`src/inc/swd_consts.svh`:
```
// Field positions and widths of the state-word decoder.
`ifndef SWD_CONSTS_SVH
`define SWD_CONSTS_SVH
`define SWD_WORD_W        64
`define SWD_BYTE_W        8
`define SWD_NUM_BYTES     5
`define SWD_OUT_LSB       0
`define SWD_NUM_OUTS      8
`define SWD_MON_LSB       12
`define SWD_ALERT_UNMASK  30
`define SWD_TIMEOUT_LSB   31
`define SWD_COND_LSB      35
`define SWD_POLARITY_BIT  39
`define SWD_MONITOR_JUMP_TARGET_LSB   44
`define SWD_ADDR_W        6
`define SWD_NUM_MON       7
`define SWD_RESERVED_MASK 64'h0000_0000_0030_0f00
`endif

```
`src/inc/swd_pkg.sv`:
```
// Types shared by the state-word decoder files.
package swd_pkg;
	typedef enum logic [1:0] {
		SWD_EXIT_NONE    = 2'b00,
		SWD_EXIT_STEP    = 2'b01,
		SWD_EXIT_MONITOR = 2'b10,
		SWD_EXIT_TIMEOUT = 2'b11
	} swd_exit_t;
endpackage

```
`src/core/swd_mon_channel.sv`:
```
// One supply-monitor channel: unmask and exit polarity check.
`timescale 1ns/10ps
module swd_mon_channel (
	// Configuration
	input  wire logic unmask,
	input  wire logic polarity,
	// Monitor input and result
	input  wire logic level,
	output logic      fault
);
	// A masked channel never faults; otherwise fault on the selected level.
	assign fault = unmask & (level == polarity);
endmodule // swd_mon_channel

```
`src/core/swd_state_word_decode.sv`:
```
// State-word decoder of the supply sequencing engine.
// Overview of operation
// - Power outputs hold the state's fixed levels, changing only on state change or a byte write to byte 0.
// - A state is left only by step end, monitor fault or timeout.
// - A monitor fault jumps to the state held in the six-bit jump field.
// - Each state is one 64-bit word, loaded whole on state entry.
// - Bit 13 unmasks supply_monitor_1; bit 12 picks the level that exits.
// - Bit 15 unmasks supply_monitor_2; bit 14 picks the level that exits.
// - Bit 17 unmasks supply_monitor_3; bit 16 picks the level that exits.
// - Bit 19 unmasks high_voltage_monitor; bit 18 picks the exit level.
// - Bit 23 unmasks aux_monitor_1; bit 22 picks the level that exits.
// - Bit 25 unmasks aux_monitor_2; bit 24 picks the level that exits.
// - Bit 27 unmasks aux_monitor_3; bit 26 picks the level that exits.
// - Bit 29 unmasks aux_monitor_4; bit 28 picks the level that exits.
// - A masked channel never causes a fault exit; polarity is then ignored.
// - Bit 30 set: alert_flag high causes a fault exit; no polarity.
// - Timeout code is bits 34 to 31, bit 31 least significant.
// - Condition select is bits 38 to 35, bit 35 least significant.
// - Condition met on high input if bit 39 clear, low if set.
`timescale 1ns/10ps
`include "swd_consts.svh"
module swd_state_word_decode #(
	parameter int NUM_OUTS = `SWD_NUM_OUTS,
	parameter int NUM_COND = 16
) (
	// Clock and reset
	input  wire logic                        ref_clk,
	input  wire logic                        nrst,
	// State word load
	input  wire logic                        word_load,
	input  wire logic [`SWD_WORD_W-1:0]      word_in,
	// Byte access to the lower state-word bytes
	input  wire logic                        byte_wr,
	input  wire logic [2:0]                  byte_sel,
	input  wire logic [`SWD_BYTE_W-1:0]      byte_wdata,
	output logic      [`SWD_BYTE_W-1:0]      byte_rdata,
	// Monitor inputs: monitors 1..3, high voltage, aux 1..4
	input  wire logic [`SWD_NUM_MON:0]       monitor_in,
	input  wire logic                        alert_flag,
	input  wire logic [NUM_COND-1:0]         cond_in,
	// Timeout expiry from the delay logic
	input  wire logic                        timeout_expired,
	// Decoded results
	output logic      [NUM_OUTS-1:0]         power_output,
	output logic                             monitor_exit,
	output logic      [3:0]                  timeout_code,
	output logic      [3:0]                  step_condition_select,
	output logic                             step_condition_polarity,
	output logic                             step_done,
	output logic      [`SWD_ADDR_W-1:0]      monitor_jump_target,
	output swd_pkg::swd_exit_t               exit_cause
);
	import swd_pkg::*;

	// ==========================================================
	// Reset synchroniser
	logic rst_meta_ff;
	logic rst_sync_ff;
	always_ff @(posedge ref_clk or negedge nrst) begin
		if (!nrst) begin
			rst_meta_ff <= 1'b0;
			rst_sync_ff <= 1'b0;
		end else begin
			rst_meta_ff <= 1'b1;
			rst_sync_ff <= rst_meta_ff;
		end
	end

	// ==========================================================
	// State word storage
	logic [`SWD_WORD_W-1:0] word_ff;
	logic [`SWD_WORD_W-1:0] nxt_word;
	logic [`SWD_WORD_W-1:0] word_clean;

	always_comb begin
		nxt_word = word_ff;
		if (word_load) begin
			nxt_word = word_in;
		end else if (byte_wr && (byte_sel < 3'(`SWD_NUM_BYTES))) begin
			nxt_word[byte_sel*`SWD_BYTE_W +: `SWD_BYTE_W] = byte_wdata;
		end
	end

	always_ff @(posedge ref_clk or negedge rst_sync_ff) begin
		if (!rst_sync_ff) begin
			word_ff <= '0;
		end else begin
			word_ff <= nxt_word;
		end
	end

	assign word_clean = word_ff & ~`SWD_RESERVED_MASK;

	always_comb begin
		byte_rdata = 8'h00;
		if (byte_sel < 3'(`SWD_NUM_BYTES)) begin
			byte_rdata = word_ff[byte_sel*`SWD_BYTE_W +: `SWD_BYTE_W];
		end
	end

	// ==========================================================
	// Field decode
	assign power_output = word_clean[`SWD_OUT_LSB +: NUM_OUTS];
	assign timeout_code = word_clean[`SWD_TIMEOUT_LSB +: 4];
	assign step_condition_select = word_clean[`SWD_COND_LSB +: 4];
	assign step_condition_polarity = word_clean[`SWD_POLARITY_BIT];
	assign monitor_jump_target = word_clean[`SWD_MONITOR_JUMP_TARGET_LSB +: `SWD_ADDR_W];

	// ==========================================================
	// Monitor channels
	logic [`SWD_NUM_MON:0] chan_fault;
	genvar g;
	generate
		for (g = 0; g <= `SWD_NUM_MON; g++) begin : g_mon
			// Pairs sit at 12/13, 14/15, 16/17, 18/19, then skip 20/21.
			localparam int POL = `SWD_MON_LSB + 2*g + ((g >= 4) ? 2 : 0);
			swd_mon_channel swd_mon_channel_inst (
				.unmask   (word_clean[POL+1]),
				.polarity (word_clean[POL]),
				.level    (monitor_in[g]),
				.fault    (chan_fault[g])
			);
		end
	endgenerate

	logic alert_fault;
	assign alert_fault = word_clean[`SWD_ALERT_UNMASK] & alert_flag;
	assign monitor_exit = (|chan_fault) | alert_fault;

	// ==========================================================
	// Step condition
	logic cond_sel_level;
	always_comb begin
		cond_sel_level = 1'b0;
		if (32'(step_condition_select) < NUM_COND) begin
			cond_sel_level = cond_in[step_condition_select];
		end
	end
	assign step_done = cond_sel_level ^ step_condition_polarity;

	// ==========================================================
	// Exit cause, registered; monitor fault has priority
	swd_exit_t exit_ff;
	swd_exit_t nxt_exit;
	always_comb begin
		case ({monitor_exit, timeout_expired, step_done})
			3'b100, 3'b101, 3'b110, 3'b111: nxt_exit = SWD_EXIT_MONITOR;
			3'b010, 3'b011:                 nxt_exit = SWD_EXIT_TIMEOUT;
			3'b001:                         nxt_exit = SWD_EXIT_STEP;
			default:                        nxt_exit = SWD_EXIT_NONE;
		endcase
	end
	always_ff @(posedge ref_clk or negedge rst_sync_ff) begin
		if (!rst_sync_ff) begin
			exit_ff <= SWD_EXIT_NONE;
		end else begin
			exit_ff <= nxt_exit;
		end
	end
	assign exit_cause = exit_ff;

endmodule // swd_state_word_decode

```
`config.mk`:
```
export PLATFORM = sky130hd
export DESIGN_NAME = swd_state_word_decode
export DESIGN_NICKNAME = d
export VERILOG_FILES = /design/src/inc/swd_pkg.sv /design/src/core/swd_mon_channel.sv /design/src/core/swd_state_word_decode.sv
export VERILOG_INCLUDE_DIRS = /design/src /design/src/inc
export SDC_FILE = /design/constraint.sdc
export NUM_CORES = 1
export LEC_CHECK = 0
export ABC_AREA = 1
export BUFFER_PORTS_ARGS = -buffer_cell sky130_fd_sc_hd__buf_2
export CAP_MARGIN = 15
export CORE_MARGIN = 3
export CORE_UTILIZATION = 53
export CTS_BUF_LIST = sky130_fd_sc_hd__clkbuf_8 sky130_fd_sc_hd__clkbuf_16
export DETAILED_ROUTE_END_ITERATION = 10
export GPL_TIMING_DRIVEN = 0
export PLACE_DENSITY = 0.86
export SYNTH_ARGS = -nofsm -noshare
export SYNTH_HDL_FRONTEND = slang
export SYNTH_SLANG_ARGS = --single-unit
```
`constraint.sdc`:
```
create_clock -name ref_clk -period 2.9 [get_ports ref_clk]
set_input_delay 0.435 -clock ref_clk [delete_from_list [all_inputs] [get_ports ref_clk]]
set_output_delay 0.435 -clock ref_clk [all_outputs]
set_load 0.01 [all_outputs]
```
* Word level (Yosys, flattened, before mapping)
Cells that the tools add are included.
** Operators by class
- $add $sub $neg :: 1
- Order comparisons :: 2
- Equality and inequality tests :: 15
- Shift operators :: 3
- Multiplexer cells :: 7
- Bitwise gates (word level) :: 11
- Reductions and logical operators :: 5
** Operators with widths (count)
- 64-bit two-way mux :: 2
- 64-bit bitwise mux :: 1
- 8-bit by 34-bit variable shift with 64-bit output, first input constant :: 1
- 64-bit by 7-bit variable part select with 8-bit output :: 1
- 8-bit by 34-bit variable part select with 64-bit output :: 1
- 6-bit negator with 34-bit output :: 1
- 3-bit equality test, second input constant :: 4
- 1-bit bitwise AND :: 9
- 1-bit equality test :: 8
- 8-bit two-way mux :: 1
- 8-bit OR reduction :: 1
- 3-bit by 2-bit equality test with 1-bit output, second input constant :: 2
- 2-bit one-hot mux with 3 select lines :: 1
- 4-bit by 5-bit less-than comparator with 1-bit output, second input constant :: 1
- 1-bit binary-select mux with 4-bit select :: 1
- 4-bit OR reduction :: 1
- 3-bit by 1-bit equality test with 1-bit output, second input constant :: 1
- 3-bit less-than comparator, second input constant :: 1
- 2-bit nonzero test :: 1
- 2-bit OR reduction :: 1
- 1-bit logical AND :: 1
- 1-bit two-way mux :: 1
- 1-bit bitwise OR :: 1
- 1-bit XOR :: 1
** Word-level totals
- Bits in registers :: 68
- Output and inout bits :: 35
- Word-level logic and storage cells :: 48

* Logic depth before layout (Yosys ltp)
- Depth in word-level cells :: 7
- Gate-level depth with buffers :: 14
- Depth with buffers taken out :: 11

* Cells and area by module
From an unflattened synthesis, not the netlist that was laid out.
** Second synthesis, totals
- Cell total of the unflattened synthesis :: 535
- Area, all modules :: 3623.5 µm²
** Modules (own cells, without submodules)
- swd_state_word_decode :: instances 1, cells each 495, area an instance 3473.3 µm², sequential area each 1251.2 µm²
- swd_mon_channel :: instances 8, cells each 5, area an instance 18.8 µm², sequential area each 0.0 µm²

* Worst setup path after synthesis
OpenSTA, ideal clock, no wires.
- Path kind :: input port to flip-flop
- Start point :: input byte_sel[0]
- End point :: register word_ff[1]
- Data arrival time :: 2499 ps
- Data required time :: 2775 ps
- Setup slack :: 276 ps
- Cell stages on the path :: 12
- Path buffers :: 3
- Cell sequence :: buf_2 inv_1 clkbuf_1 buf_2 ha_1 ha_1 inv_1 nand3_1 nor3_4 nor2_1 nand2_1 nand3_1
** Between the ends
- Longest elaborated chain between the ends :: 5
- Elaborated cells between the ends (all ways) :: 9
- Those cells by class :: add/sub: 1; order compare: 1; shift: 2; mux: 3; reduce/logical: 2
** RTL lines
- start, declared :: RTL line swd_state_word_decode.sv:34 : input wire logic [2:0] byte_sel,
- 6-bit negator with 34-bit output :: RTL line swd_state_word_decode.sv:80 : nxt_word[byte_sel*`SWD_BYTE_W +: `SWD_BYTE_W] = byte_wdata;
- 8-bit by 34-bit variable part select with 64-bit output / 8-bit by 34-bit variable shift with 64-bit output (equally long branches) :: RTL line swd_state_word_decode.sv:80
- 64-bit bitwise mux :: RTL line swd_state_word_decode.sv:80
- 64-bit two-way mux :: RTL line swd_state_word_decode.sv:79 : end else if (byte_wr && (byte_sel < 3'(`SWD_NUM_BYTES))) begin
- 64-bit two-way mux :: RTL line swd_state_word_decode.sv:77 : if (word_load) begin
- end signal, assigned :: RTL line swd_state_word_decode.sv:88 : word_ff <= nxt_word;
- end, declared :: RTL line swd_state_word_decode.sv:71 : logic [`SWD_WORD_W-1:0] word_ff;
Parallel ways exist; a longest one is shown, timed or not. The select of a mux whose other input is x is not followed.
A chain may end at the register's enable or synchronous reset.

* Final worst setup path
- Start point :: input byte_sel[0]
- End point :: register word_ff[7]
Same word-level chain as after synthesis.

==> impl_metrics.csv <==
group,metric,value,unit
place,hpwlAfterDp,9.14,mm
global_route,grt_pass1_vias,3668,
floorplanning,core_area,6420,sq um
routing,wirelength,11.2,mm
status,status,"complete, no violations",
clock_tree,cts.clk_slew.worst_paths,0.10,ns
clock_tree,cts.root.buffer_cell,"clkbuf_8",
timing,hold_viol,0,
synthesis,syn_area,3560,sq um
synthesis,synth.area.top_cells,"dfrtp_1 35%, nand2_1 21%, o21ai_0 7.5%, nand3_1 7.2%, inv_1 5.0%",
finish,nets,778,
global_route,grt_max_degree,34,
timing,period_needed,2.61,ns
place,place_area,4270,sq um
clock_tree,htreeDepth,2,
finish,layout-drive-gt1-share,28.3,%
synthesis,async_reset_ff_share,100,%
timing,max-slew-margin-rel,58.0,%
critical_path,required,3.11,ns
timing,clock_skew,0.0128,ns
floorplanning,die_x,87.9,um
finish,postLayoutCoreUtil,68.7,%
critical_path,worstSetupPathType,"primary input to register",
clock_tree,ctsLongestPathBuffers,2,
routing,ant_nets,0,
finish,syn_to_final_growth,23.9,%
pwr,vdd_drop_max,0.000264,V
clock_tree,cts_sinks,50,
place,pre_cts_slack,-0.139,ns
timing,fin_ws,0.292,ns
synthesis,syn-num-nets,646,
place,gp_congestion,0.993,
routing,drt_iter0_drc,267,
synthesis,ys_ff_latch,50,
floorplanning,dieArea,7730,sq um
critical_path,reg2reg_from,"word_ff[35]",
synthesis,yosys.area.top_type,"dfrtp_1",
critical_path,crit_start,"byte_sel[0]",
floorplanning,initial_core_util,55.4,%
timing,clock.fmax,383,MHz
routing,dr_total_vias,3983,
synthesis,yosysMostFrequentCell,"nand2_1",
clock_tree,clkLatencyLatePin,0.32,ns
synthesis,ys_warn_count,0,
clock_tree,numCtsBuffers,5,
place,io_buffers,119,
synthesis,avgSynthCellArea,6.60,sq um
synthesis,synth_top_area_share,35.2,%
global_route,grt_usage,29.5,%
finish,antenna_cells,0,
global_route,grt_pass1_wl,17.7,mm
pwr,power,1.80,mW
clock_tree,cts_tree,"yes",
timing,finalMaxSlewViolations,0,
routing,vias_per_cell,5.32,
routing,dr.pass1.iters,5,
critical_path,critPathCaptureType,"register",
synthesis,synth_edf_count,0,
routing,wl_per_cell,15.0,um
global_route,grt-ovfl-total,0,
floorplanning,die_h,87.9,um
synthesis,ys_types,34,
timing,setup_violations,0,
synthesis,synth_ff_type,"dfrtp_1",
timing,worst_pin_slew,0.628,ns
synthesis,yosys-top-cells-count,"201 x nand2_1, 53 x o21ai_0, 51 x nand3_1",
flow_run,cap_violations,0,
synthesis,syn-instance-count,539,
critical_path,crit_path_start_kind,"primary input",
timing,tns,0,ns
critical_path,arrival,2.81,ns
timing,rsz0062_at_grt,"false",
critical_path,crit_fanout,10,
finish,finalInstanceArea,4410,sq um
routing,drc,0,
timing,fin_crit_sh,89.9,%
floorplanning,num_rows,29,
worst_hold_path,hp-class,"register to async pin",
floorplanning,ios,140,
pwr,power_density,408,nW/um^2
pwr,leakage,2.41,nW
global_route,antenna_found_initial,0,
synthesis,ys_seq_area_share,35.2,%
critical path, cell delays in order:
cell      delay (ns)
buf_2           0.17
inv_1           0.10
clkbuf_2        0.19
buf_2           0.21
ha_1            0.21
ha_1            0.36
inv_1           0.22
nand3_1         0.16
nor3_4          0.31
buf_4           0.17
o21ai_0         0.07
a21oi_1         0.16
nor2_1          0.05
stage by stage:
step	instances	hold WS, ns
finish	749	0.195
global route	749	0.222
CTS	745	0.204
detailed placement	736	0.196
global placement	735	0.220
floorplan	539	0.139
cell usage in the layout, fill, tap and decap left out, types with 2 or more instances in the layout:
cell,instances
o21ai_0,53
buf_2,125
o21ai_1,11
o21ai_4,4
dfrtp_1,49
clkinv_1,2
xnor2_1,2
inv_2,6
a21oi_1,19
ha_1,2
clkbuf_8,5
inv_1,47
clkbuf_1,13
nand2_1,201
o22ai_1,2
nand2_2,4
clkinv_4,2
nand2_4,3
nor2_2,3
nand3_2,2
nor2_1,8
buf_4,27
nand3_1,51
nor3_1,14
registers in the layout, indices dropped and copies added, names as in the netlist:
name	flops
word_ff	46
exit_cause	2
rst_meta_ff	1
rst_sync_ff	1
per-layer routing:
layer  vias to the layer above  part of all wire (%)  track usage (%)  routed length [um]
met1                      1825                    43             39.8                4810
met2                       172                    48             49.5                5340
li1                       1962                     -                -                   -
met3                        24                   7.5             4.52                 839
met4                         0                   2.0             7.81                 227
met5                         -                     0                0                   0
where the power goes:
group / internal (mW) / switching, mW / total [mW]
registers: 0.760 / 0.0497 / 0.810
logic: 0.221 / 0.324 / 0.545
clock network: 0.179 / 0.265 / 0.444
area by class of cell:
type | instances | area [sq um]
Sequential cell | 50 | 1250
Fill cell | 618 | 2010
Clock buffer | 5 | 68.8
Inverter | 55 | 206
Tap cell | 77 | 96.3
Buffer | 44 | 268
Timing Repair Buffer | 125 | 656
Multi-Input combinational cell | 390 | 1830
Clock inverter | 3 | 28.8
cell families after synthesis:
logic type,synth area share [%]
adders and majority gates,0.703
other,0.105
and+or+nand+nor,35.7
AOI/OAI and AO/OA,14.5
buffers and inverters,13.3
DFF,35.2
xor gates and xnor gates,0.492
repair_timing:
| action | CTS | global route |
|---|---|---|
| setup buffers | 0 | 4 |
| hold endpoints to repair | 2 | 0 |
| hold buffers | 1 | 0 |
| gates resized for setup | 0 | 2 |
| endpoints found under the setup margin | 0 | 8 |
worst paths after layout:
path,to,slack [ns],cells past startpoint
worst max-delay path,word_ff[7],0.29,13
min in group ref_clk,exit_cause[1],0.33,3
max in group asynchronous,word_ff[20],2.19,1
worst min register to register,word_ff[1],0.19,0
worst min-delay path,word_ff[1],0.19,0
worst max register to register,exit_cause[0],1.30,12
Note: power is estimated with default switching activity, not from simulation.
